[src/shared/mmd_pkg.sv]
// Constants for the memory map decoder.
package mmd_pkg;
  localparam int ADDR_W = 14;
  localparam int DATA_W = 8;

  // Map boundaries.
  localparam logic [13:0] IO_LO     = 14'h0000;
  localparam logic [13:0] IO_HI     = 14'h001F;
  localparam logic [13:0] LOWWIN_LO = 14'h0020;
  localparam logic [13:0] LOWWIN_HI = 14'h004F;
  localparam logic [13:0] MRAM_LO   = 14'h0050;
  localparam logic [13:0] MRAM_HI   = 14'h00FF;
  localparam logic [13:0] HIWIN_LO  = 14'h0100;
  localparam logic [13:0] HIWIN_HI  = 14'h017F;
  localparam logic [13:0] XEP_LO    = 14'h0100;
  localparam logic [13:0] XEP_HI    = 14'h0FFF;
  localparam logic [13:0] UEP_LO    = 14'h1000;
  localparam logic [13:0] UEP_HI    = 14'h3EFF;
  localparam logic [13:0] BOOT_LO   = 14'h3F00;
  localparam logic [13:0] BOOT_HI   = 14'h3FEF;
  localparam logic [13:0] OPT_ADDR  = 14'h3FDF;
  localparam logic [13:0] NVO0_ADDR = 14'h3FF0;
  localparam logic [13:0] NVO1_ADDR = 14'h3FF1;
  localparam logic [13:0] VEC_LO    = 14'h3FF4;
  localparam logic [13:0] VEC_HI    = 14'h3FFF;
  localparam logic [13:0] DDR_BASE  = 14'h0004;
  localparam logic [13:0] STACK_TOP = 14'h00FF;
  localparam logic [13:0] STACK_BOT = 14'h00C0;

  // RAM array layout: main RAM, then low window, then high window.
  localparam int          RAM_DEPTH  = 352;
  localparam logic [8:0]  LOWWIN_IDX = 9'h0B0;
  localparam logic [8:0]  HIWIN_IDX  = 9'h0E0;

  // Option register fields.
  localparam int          OPT_LOW_BIT  = 7;
  localparam int          OPT_HIGH_BIT = 6;
  localparam logic [7:0]  OPT_RST      = 8'h00;

  // Nonvolatile configuration byte fields.
  localparam int          CFG_MODE_BIT = 0;
  localparam int          CFG_SEC_BIT  = 3;

  // Port D has no pin at bit 6.
  localparam logic [7:0]  PD_MASK  = 8'hBF;
  localparam logic [7:0]  DDR_RST  = 8'h00;
  localparam logic [7:0]  UNMAP_RD = 8'h00;

  typedef enum logic [2:0] {
    SRC_NONE,
    SRC_RAM,
    SRC_EPROM,
    SRC_ROM,
    SRC_REG
  } mmd_src_e;
endpackage

[src/rtl/mmd_ram.sv]
// Byte-wide RAM array with registered read data.
`timescale 1ns/1ps
module mmd_ram #(
  parameter int DEPTH = 352,
  parameter int AW    = 9
) (
  // Clock
  input  wire logic          clk,
  input  wire logic          ce,
  // Access
  input  wire logic          we,
  input  wire logic          re,
  input  wire logic [AW-1:0] addr,
  input  wire logic [7:0]    wdata,
  output logic      [7:0]    rdata_q
);
  logic [7:0] mem [DEPTH];

  if (DEPTH > (1 << AW)) begin : g_chk
    $error("mmd_ram depth does not fit address width");
  end

  // The array holds no reset so it maps onto plain RAM cells.
  always_ff @(posedge clk) begin
    if (ce && we) begin
      mem[addr] <= wdata;
    end
  end

  always_ff @(posedge clk) begin
    if (ce && re) begin
      rdata_q <= mem[addr];
    end
  end
endmodule

[src/rtl/mmd_map_decoder.sv]
// Memory map decoder, map mode, port direction and reset pin control.
//
// Summary of operation
// - CPU clock output is the input clock divided by two.
// - Reset pin driven low for internal reset only in large-map mode.
// - All three general eight-bit ports are inputs during reset.
// - Fourth-port seven directions writable in large mode, forced input in small.
// - Each second-port pin pullup and interrupt enabled by its option bit while the pin is an input.
// - Large mode: option bits switch 48- and 128-byte windows RAM/EPROM.
// - Small mode: low window fixed EPROM, 0x0100-0x0FFF unmapped.
// - Main RAM 0x0050-0x00FF always mapped in both modes.
// - Stack addresses only span 0x00FF down to 0x00C0.
// - EPROM 0x1000-0x3EFF and vectors 0x3FF4-0x3FFF mapped in both modes.
// - Large mode also maps EPROM at 0x0100-0x0FFF.
// - Two nonvolatile option locations sit at 0x3FF0 and 0x3FF1.
// - Bootloader ROM mapped at 0x3F00-0x3FEF, except 0x3FDF, which is the option register in large mode.
// - Protection blocks external EPROM reads until erased; never for OTP.
// - Power-on reset always starts in large-map mode.
// - Window bit one selects RAM, zero EPROM; readable and writable in large mode only.
//
// Implementation choices: the placing of the registers and strobed register access.
`timescale 1ns/1ps
module mmd_map_decoder
  import mmd_pkg::*;
#(
  parameter int  AW  = ADDR_W,
  parameter bit  OTP = 1'b0
) (
  // Clock and reset
  input  wire logic          clk,
  input  wire logic          rst,
  input  wire logic          ce,
  output logic               cpu_clk,
  // CPU register bus
  input  wire logic [AW-1:0] addr,
  input  wire logic [7:0]    wdata,
  input  wire logic          wr,
  input  wire logic          rd,
  output logic      [7:0]    rdata,
  // Nonvolatile option values and mode control
  input  wire logic [7:0]    port_opt_bits,
  input  wire logic [7:0]    cfg_opt_bits,
  input  wire logic          cfg_load,
  input  wire logic          erase_done,
  input  wire logic          ext_access,
  output logic               small_map_mode,
  output logic               large_map_mode,
  output logic               eprom_locked,
  // EPROM and bootloader ROM arrays
  output logic               eprom_rd,
  output logic               rom_rd,
  output logic      [AW-1:0] arr_addr,
  input  wire logic [7:0]    eprom_rdata,
  input  wire logic [7:0]    rom_rdata,
  // Port direction and option controls
  output logic      [7:0]    port_a_oe,
  output logic      [7:0]    port_b_oe,
  output logic      [7:0]    port_c_oe,
  output logic      [7:0]    port_d_oe,
  output logic      [7:0]    second_port_pullup_en,
  output logic      [7:0]    second_port_irq_en,
  // Reset pin
  input  wire logic          reset_pin_n_i,
  input  wire logic          int_reset_req,
  output logic               reset_pin_n_o,
  output logic               reset_pin_n_oe,
  output logic               ext_reset_req,
  // Stack
  input  wire logic [5:0]    sp_idx,
  output logic      [AW-1:0] stack_addr
);

  if (AW != ADDR_W) begin : g_chk
    $error("mmd_map_decoder supports only a 14-bit address");
  end

  // The shared RAM array must agree with the three regions that it serves.
  localparam int MRAM_N   = int'(MRAM_HI) - int'(MRAM_LO) + 1;
  localparam int LOWWIN_N = int'(LOWWIN_HI) - int'(LOWWIN_LO) + 1;
  localparam int HIWIN_N  = int'(HIWIN_HI) - int'(HIWIN_LO) + 1;

  if (RAM_DEPTH != MRAM_N + LOWWIN_N + HIWIN_N) begin : g_chk_depth
    $error("mmd_map_decoder RAM depth does not match the mapped regions");
  end
  if (int'(LOWWIN_IDX) != MRAM_N || int'(HIWIN_IDX) != MRAM_N + LOWWIN_N) begin : g_chk_idx
    $error("mmd_map_decoder RAM window offsets overlap");
  end
  // The high window decode is nested inside the extra EPROM range.
  if (HIWIN_LO < XEP_LO || HIWIN_HI > XEP_HI) begin : g_chk_hiwin
    $error("mmd_map_decoder high window lies outside the extra EPROM range");
  end
  // A six-bit stack index can only reach an aligned top block of 64 bytes.
  if (STACK_BOT[5:0] != 6'h00 || (STACK_BOT | 14'h003F) != STACK_TOP) begin : g_chk_stack
    $error("mmd_map_decoder stack window does not fit the stack index");
  end
  // Direction registers are picked by the low two address bits.
  if (DDR_BASE[1:0] != 2'h0) begin : g_chk_ddr
    $error("mmd_map_decoder direction registers must be aligned");
  end

  function automatic logic in_rng(input logic [13:0] a,
                                  input logic [13:0] lo,
                                  input logic [13:0] hi);
    return (a >= lo) && (a <= hi);
  endfunction

  logic       cpu_clk_q;
  logic       small_q;
  logic       lock_q;
  logic [7:0] opt_q;
  logic [7:0] ddr_q [4];
  logic [7:0] reg_q;
  mmd_src_e   src_d;
  mmd_src_e   src_q;
  logic [8:0] ram_idx;
  logic [7:0] ram_rdata;
  logic       low_ram;
  logic       high_ram;

  // Clock divider.
  always_ff @(posedge clk or posedge rst) begin
    if (rst) begin
      cpu_clk_q <= 1'b0;
    end else if (ce) begin
      cpu_clk_q <= ~cpu_clk_q;
    end
  end
  assign cpu_clk = cpu_clk_q;

  // Map mode. A later configuration load may leave large mode, but
  // power-on reset never honours the programmed mode bit.
  always_ff @(posedge clk or posedge rst) begin
    if (rst) begin
      small_q <= 1'b0;
    end else if (ce && cfg_load) begin
      small_q <= cfg_opt_bits[CFG_MODE_BIT];
    end
  end
  assign small_map_mode = small_q;
  assign large_map_mode = ~small_q;

  // Protection latch. The set term wins over an erase in the same cycle.
  always_ff @(posedge clk or posedge rst) begin
    if (rst) begin
      lock_q <= 1'b0;
    end else if (ce) begin
      if (cfg_opt_bits[CFG_SEC_BIT]) begin
        lock_q <= 1'b1;
      end else if (erase_done && !OTP) begin
        lock_q <= 1'b0;
      end
    end
  end
  assign eprom_locked = lock_q;

  // Option register window bits.
  always_ff @(posedge clk or posedge rst) begin
    if (rst) begin
      opt_q <= OPT_RST;
    end else if (ce && wr && !small_q && addr == OPT_ADDR) begin
      opt_q <= wdata;
    end
  end
  assign low_ram  = opt_q[OPT_LOW_BIT];
  assign high_ram = opt_q[OPT_HIGH_BIT];

  // Direction registers for the four ports.
  for (genvar p = 0; p < 4; p++) begin : g_ddr
    always_ff @(posedge clk or posedge rst) begin
      if (rst) begin
        ddr_q[p] <= DDR_RST;
      end else if (ce && wr && addr == DDR_BASE + 14'(p)) begin
        if (p != 3) begin
          ddr_q[p] <= wdata;
        end else if (!small_q) begin
          ddr_q[p] <= wdata & PD_MASK;
        end
      end
    end
  end

  assign port_a_oe = ddr_q[0];
  assign port_b_oe = ddr_q[1];
  assign port_c_oe = ddr_q[2];
  assign port_d_oe = small_q ? 8'h00 : ddr_q[3];

  // Option bits apply while the pin is an input.
  for (genvar b = 0; b < 8; b++) begin : g_pb
    assign second_port_pullup_en[b] = port_opt_bits[b] & ~ddr_q[1][b];
    assign second_port_irq_en[b]    = port_opt_bits[b] & ~ddr_q[1][b];
  end

  // Reset pin: open drain, pulled low only in large mode.
  assign reset_pin_n_o  = 1'b0;
  assign reset_pin_n_oe = ~small_q & (rst | int_reset_req);
  assign ext_reset_req  = ~reset_pin_n_i;

  // Stack window.
  assign stack_addr = STACK_BOT | {8'h00, sp_idx};

  // Address decode.
  always_comb begin
    src_d = SRC_NONE;
    if (in_rng(addr, IO_LO, IO_HI)) begin
      if (in_rng(addr, DDR_BASE, DDR_BASE + 14'h0002)) begin
        src_d = SRC_REG;
      end else if (addr == DDR_BASE + 14'h0003 && !small_q) begin
        src_d = SRC_REG;
      end
    end else if (in_rng(addr, LOWWIN_LO, LOWWIN_HI)) begin
      src_d = (!small_q && low_ram) ? SRC_RAM : SRC_EPROM;
    end else if (in_rng(addr, MRAM_LO, MRAM_HI)) begin
      src_d = SRC_RAM;
    end else if (in_rng(addr, XEP_LO, XEP_HI)) begin
      if (small_q) begin
        src_d = SRC_NONE;
      end else if (in_rng(addr, HIWIN_LO, HIWIN_HI) && high_ram) begin
        src_d = SRC_RAM;
      end else begin
        src_d = SRC_EPROM;
      end
    end else if (in_rng(addr, UEP_LO, UEP_HI)) begin
      src_d = SRC_EPROM;
    end else if (addr == OPT_ADDR && !small_q) begin
      src_d = SRC_REG;
    end else if (in_rng(addr, BOOT_LO, BOOT_HI)) begin
      src_d = SRC_ROM;
    end else if (addr == NVO0_ADDR || addr == NVO1_ADDR) begin
      src_d = SRC_REG;
    end else if (in_rng(addr, VEC_LO, VEC_HI)) begin
      src_d = SRC_EPROM;
    end
    // External reads of a protected array see only the constant.
    if (src_d == SRC_EPROM && lock_q && ext_access) begin
      src_d = SRC_NONE;
    end
  end

  // RAM index: main RAM first, then the two windows.
  always_comb begin
    ram_idx = 9'(addr - MRAM_LO);
    if (in_rng(addr, LOWWIN_LO, LOWWIN_HI)) begin
      ram_idx = LOWWIN_IDX + 9'(addr - LOWWIN_LO);
    end else if (in_rng(addr, HIWIN_LO, HIWIN_HI)) begin
      ram_idx = HIWIN_IDX + 9'(addr - HIWIN_LO);
    end
  end

  mmd_ram #(
    .DEPTH (RAM_DEPTH),
    .AW    (9)
  ) u_ram (
    .clk     (clk),
    .ce      (ce),
    .we      (wr && src_d == SRC_RAM),
    .re      (rd && src_d == SRC_RAM),
    .addr    (ram_idx),
    .wdata   (wdata),
    .rdata_q (ram_rdata)
  );

  // Array strobes; writes to EPROM and ROM are ignored here.
  assign eprom_rd = ce & rd & (src_d == SRC_EPROM);
  assign rom_rd   = ce & rd & (src_d == SRC_ROM);
  assign arr_addr = addr;

  // Local register read capture.
  always_ff @(posedge clk or posedge rst) begin
    if (rst) begin
      reg_q <= UNMAP_RD;
    end else if (ce && rd) begin
      if (addr == OPT_ADDR) begin
        reg_q <= opt_q;
      end else if (addr == NVO0_ADDR) begin
        reg_q <= port_opt_bits;
      end else if (addr == NVO1_ADDR) begin
        reg_q <= cfg_opt_bits;
      end else begin
        reg_q <= ddr_q[addr[1:0]];
      end
    end
  end

  // Source of the answer in the cycle after a read.
  always_ff @(posedge clk or posedge rst) begin
    if (rst) begin
      src_q <= SRC_NONE;
    end else if (ce) begin
      src_q <= rd ? src_d : SRC_NONE;
    end
  end

  // Arrays answer one cycle after their strobe, so data meets src_q.
  always_comb begin
    case (src_q)
      SRC_RAM:   rdata = ram_rdata;
      SRC_EPROM: rdata = eprom_rdata;
      SRC_ROM:   rdata = rom_rdata;
      SRC_REG:   rdata = reg_q;
      default:   rdata = UNMAP_RD;
    endcase
  end
endmodule

[config.mk]
export PLATFORM = sky130hd
export DESIGN_NAME = mmd_map_decoder
export DESIGN_NICKNAME = d
export VERILOG_FILES = /design/src/shared/mmd_pkg.sv /design/src/rtl/mmd_ram.sv /design/src/rtl/mmd_map_decoder.sv
export SDC_FILE = /design/constraint.sdc
export NUM_CORES = 2
export LEC_CHECK = 0
export BUFFER_PORTS_ARGS = -buffer_cell sky130_fd_sc_hd__buf_2
export CORE_ASPECT_RATIO = 0.8
export CORE_MARGIN = 8
export CORE_UTILIZATION = 35
export DETAILED_ROUTE_END_ITERATION = 10
export SYNTH_ARGS = -nofsm -noshare
export SYNTH_HDL_FRONTEND = slang
export SYNTH_SLANG_ARGS = --single-unit
[constraint.sdc]
create_clock -name clk -period 6.7 [get_ports clk]
set_input_delay 0.67 -clock clk [delete_from_list [all_inputs] [get_ports clk]]
set_output_delay 0.67 -clock clk [all_outputs]
set_load 0.02 [all_outputs]
==> impl_metrics.tcl <==
set metrics [dict create \
    synthTopCellsByArea "edfxtp_1 (75%), mux4_2 (18%), nor2_1 (1.2%), dfrtp_1 (1.2%), buf_4 (0.61%)" \
    grt_pass1_vias 53700 \
    synth_area_sq_mm 0.113 \
    synthFlopType "edfxtp_1" \
    postCtsSetupBuffers 0 \
    pwr-share-clk_pct 41.1 \
    power_frac_seq_pct 53.6 \
    slew_viol_final 0 \
    finalSetupTns_ns 0 \
    drt_wl_total_mm 292 \
    cp_common_cell "buf_4" \
    p_leak_nw 38.7 \
    max_cap_violations 0 \
    report.power.total_mw 36.9 \
    dp_hpwl_mm 175 \
    antenna_left 0 \
    grt_use_total_pct 16.6 \
    grt_setup_unrepaired "no" \
    dr.pass1.iters 5 \
    clock_latency_ns 0.84 \
    max_freq_mhz 172 \
    cp-start-kind "input port" \
    finalSetupViolations 0 \
    finalHoldViolations 0 \
    clk_path_buf_depth 4 \
    placed_cells 9138 \
    drive_above_1_share_pct 29.4 \
    synth-seq-cells 2877 \
    ys_warn_count 0 \
    yosys-top-cells-count "edfxtp_1 (2824), mux4_2 (887), nor2_1 (376)" \
    grt_max_degree 174 \
    cp_max_fo 42 \
    ios 163 \
    n_fill_cell 28000 \
    worstPathCellList "buf_8 > and4_1 > a21oi_1 > nor3_2 > buf_4 > mux2_2 > clkinv_1 > buf_4 > a22oi_1 > a211oi_1 > o41a_1" \
    core_area_sq_mm 0.321 \
    cts_root_buf "clkbuf_16" \
    synth_edf_count 2824 \
    hp-class "input port to asynchronous set/reset pin" \
    crit_family "buffers and inverters" \
    port_buffers 140 \
    grtUsageMet2_pct 24.4 \
    skew_ns 0.0568 \
    synth_top_cell_by_area "edfxtp_1" \
    fp.dieArea_sq_mm 0.342 \
    cts_resized 0 \
    internal_power_mw 29.1 \
    max-vdd-ir-drop_v 0.000165 \
    wl_per_cell_microns 30.3 \
    min_period_ns 5.83 \
    netlist-cell-type-count 71 \
    yosysSeqAreaShare_pct 76.2 \
    tightestPinTransition_ns 1.34 \
    syn_to_final_growth_pct 12.4 \
    cp.arrival_ns 6.42 \
    cp-end-kind "register" \
    critPathKind "input port to register" \
    final_nets 5270 \
    gr-max-usage-layer "met1" \
    fin_crit_sh_pct 87.0 \
    use_met1_pct 24.5 \
    antenna_found_initial 19 \
    drc 0 \
    synth_top_cell_area_share_pct 75.0 \
    synthArstFlopShare_pct 1.84 \
    grt_util_met3_pct 4.60 \
    critPathSlowestCell "clkinv_1" \
    cts-buffers-inserted 279 \
    ctsHoldBuffers 0 \
    relSlewSlack_pct 10.9 \
    final_cells 9623 \
    synth.most_common_cell "edfxtp_1" \
    die_h_microns 524 \
    critical_path.max_stage_delay_ns 1.10 \
    p_switching_mw 7.85 \
    rows 186 \
    switching_share_pct 21.3 \
    status "finished, final reports clean" \
    die_w_microns 652 \
    htreeDepth 5 \
    initial_utilization_pct 35.2 \
    gp_congestion 0.854 \
    avgViaCountPerCell 5.60 \
    p_comb_share_pct 5.3 \
    avgSynthCellArea_sq_um 22.6 \
    num_vias 53900 \
    worst-path-buf-inv 4 \
    cp.required_ns 7.29 \
    grt_overflow 0 \
    drtIter0Drc 7271 \
    power_density_mw_per_mm2 290 \
    clkTransAtPathRegs_ns 0.06 \
    grt_pass1_wl_mm 414 \
    syn_inst 5003 \
    cts_tree "done" \
    clkSinkCount 2877 \
]
## routing by layer
metal,share of wire (%),vias up
li1,-,21500
met1,42,29300
met2,45,2767
met3,11,386
met4,2.1,4
met5,0.0093,-
## power groups by stage
stage / Sequential (mW) / Clock [mW] / Combinational, mW
2_1_floorplan: 20.2 / 0 / 1.07
3_3_place_gp: 20.2 / 0 / 1.95
3_5_place_dp: 20.2 / 0 / 1.97
4_1_cts: 19.8 / 15.4 / 1.98
5_1_grt: 19.8 / 16.1 / 2.06
6_report: 19.8 / 15.2 / 1.97
## layout by cell type, fill, tap and decap left out, types with 24 or more instances in the layout
master and n:
inv_1 32, mux4_2 887, clkbuf_16 288, clkbuf_1 45, clkinv_2 42, buf_4 87, nor2b_1 33, mux2_2 46
nand2_1 63, a22oi_1 39, edfxtp_1 2824, buf_2 128, dfrtp_1 53, clkinv_1 68, a21oi_1 24, nor2_1 376
## final cells by class
cell class	count	area (sq um)	share of cell area (%)
Inverter	35	131	0.103
Antenna cell	5	12.5	0.00985
Timing Repair Buffer	249	1900	1.49
Multi-Input combinational cell	1748	25000	19.7
Clock inverter	145	1200	0.941
Sequential cell	2877	86100	67.8
Clock buffer	334	7390	5.82
Tap cell	4230	5290	4.16
## logic make-up (layout without fill, tap and decap cells)
kind of cell    after synthesis  in the layout  synth area share [%]
flops                      2877           2877                  76.2
fa+ha+maj                    10             10                 0.111
compound gates              192            192                  1.24
mux                         956            956                  18.3
simple gates                576            576                  2.30
buf+inv                     386            763                  1.82
xor+xnor                      4              4                0.0376
other cells                   2             15               0.00664
## worst register-to-register path: cells and delay by family, from the launching register on
family	cells	cell delay [ns]
AOI/OAI and AO/OA	2	0.29
buffers and inverters	1	0.56
DFF	1	0.84
and+or+nand+nor	5	2.58
## through the flow
| stage | instance area (sq um) | util, % | worst slack, ns | hold slack (ns) |
|---|---|---|---|---|
| floorplan | 113000 | - | 2.67 | 0.450 |
| detailed placement | 118000 | 36.9 | 0.254 | 0.461 |
| global placement | 118000 | 36.9 | 0.333 | 0.448 |
| finish | 127000 | 39.6 | 0.870 | 0.0561 |
| global route | 127000 | 39.6 | 0.854 | 0.0934 |
| CTS | 127000 | 39.6 | 1.14 | 0.0119 |
## state kept, by name (all words and copies together) (netlist names), 3 cells and up
signal         count
u_ram.mem       2816
opt_q              8
port_a_oe          8
port_b_oe          8
port_c_oe          8
reg_q              8
u_ram.rdata_q      8
ddr_q              7
src_q              3
## worst paths after layout
kind / slack, ns / depth (start not counted) / to / start
worst min-delay path: 0.06 / 3 / src_q[2]$_DFFE_PP0P_ / rst
min in group clk: 0.12 / 2 / small_map_mode$_DFFE_PP0P_ / cfg_opt_bits[0]
max in group asynchronous: 6.17 / 3 / reg_q[1]$_DFFE_PP0P_ / rst
worst min register to register: 0.47 / 1 / cpu_clk$_DFFE_PP0P_ / cpu_clk$_DFFE_PP0P_
worst max register to register: 2.09 / 8 / u_ram.mem[296][2]$_DFFE_PP_ / small_map_mode$_DFFE_PP0P_
worst max-delay path: 0.87 / 11 / u_ram.rdata_q[0]$_DFFE_PP_ / addr[0]
Note: power is estimated with default switching activity, not from simulation.
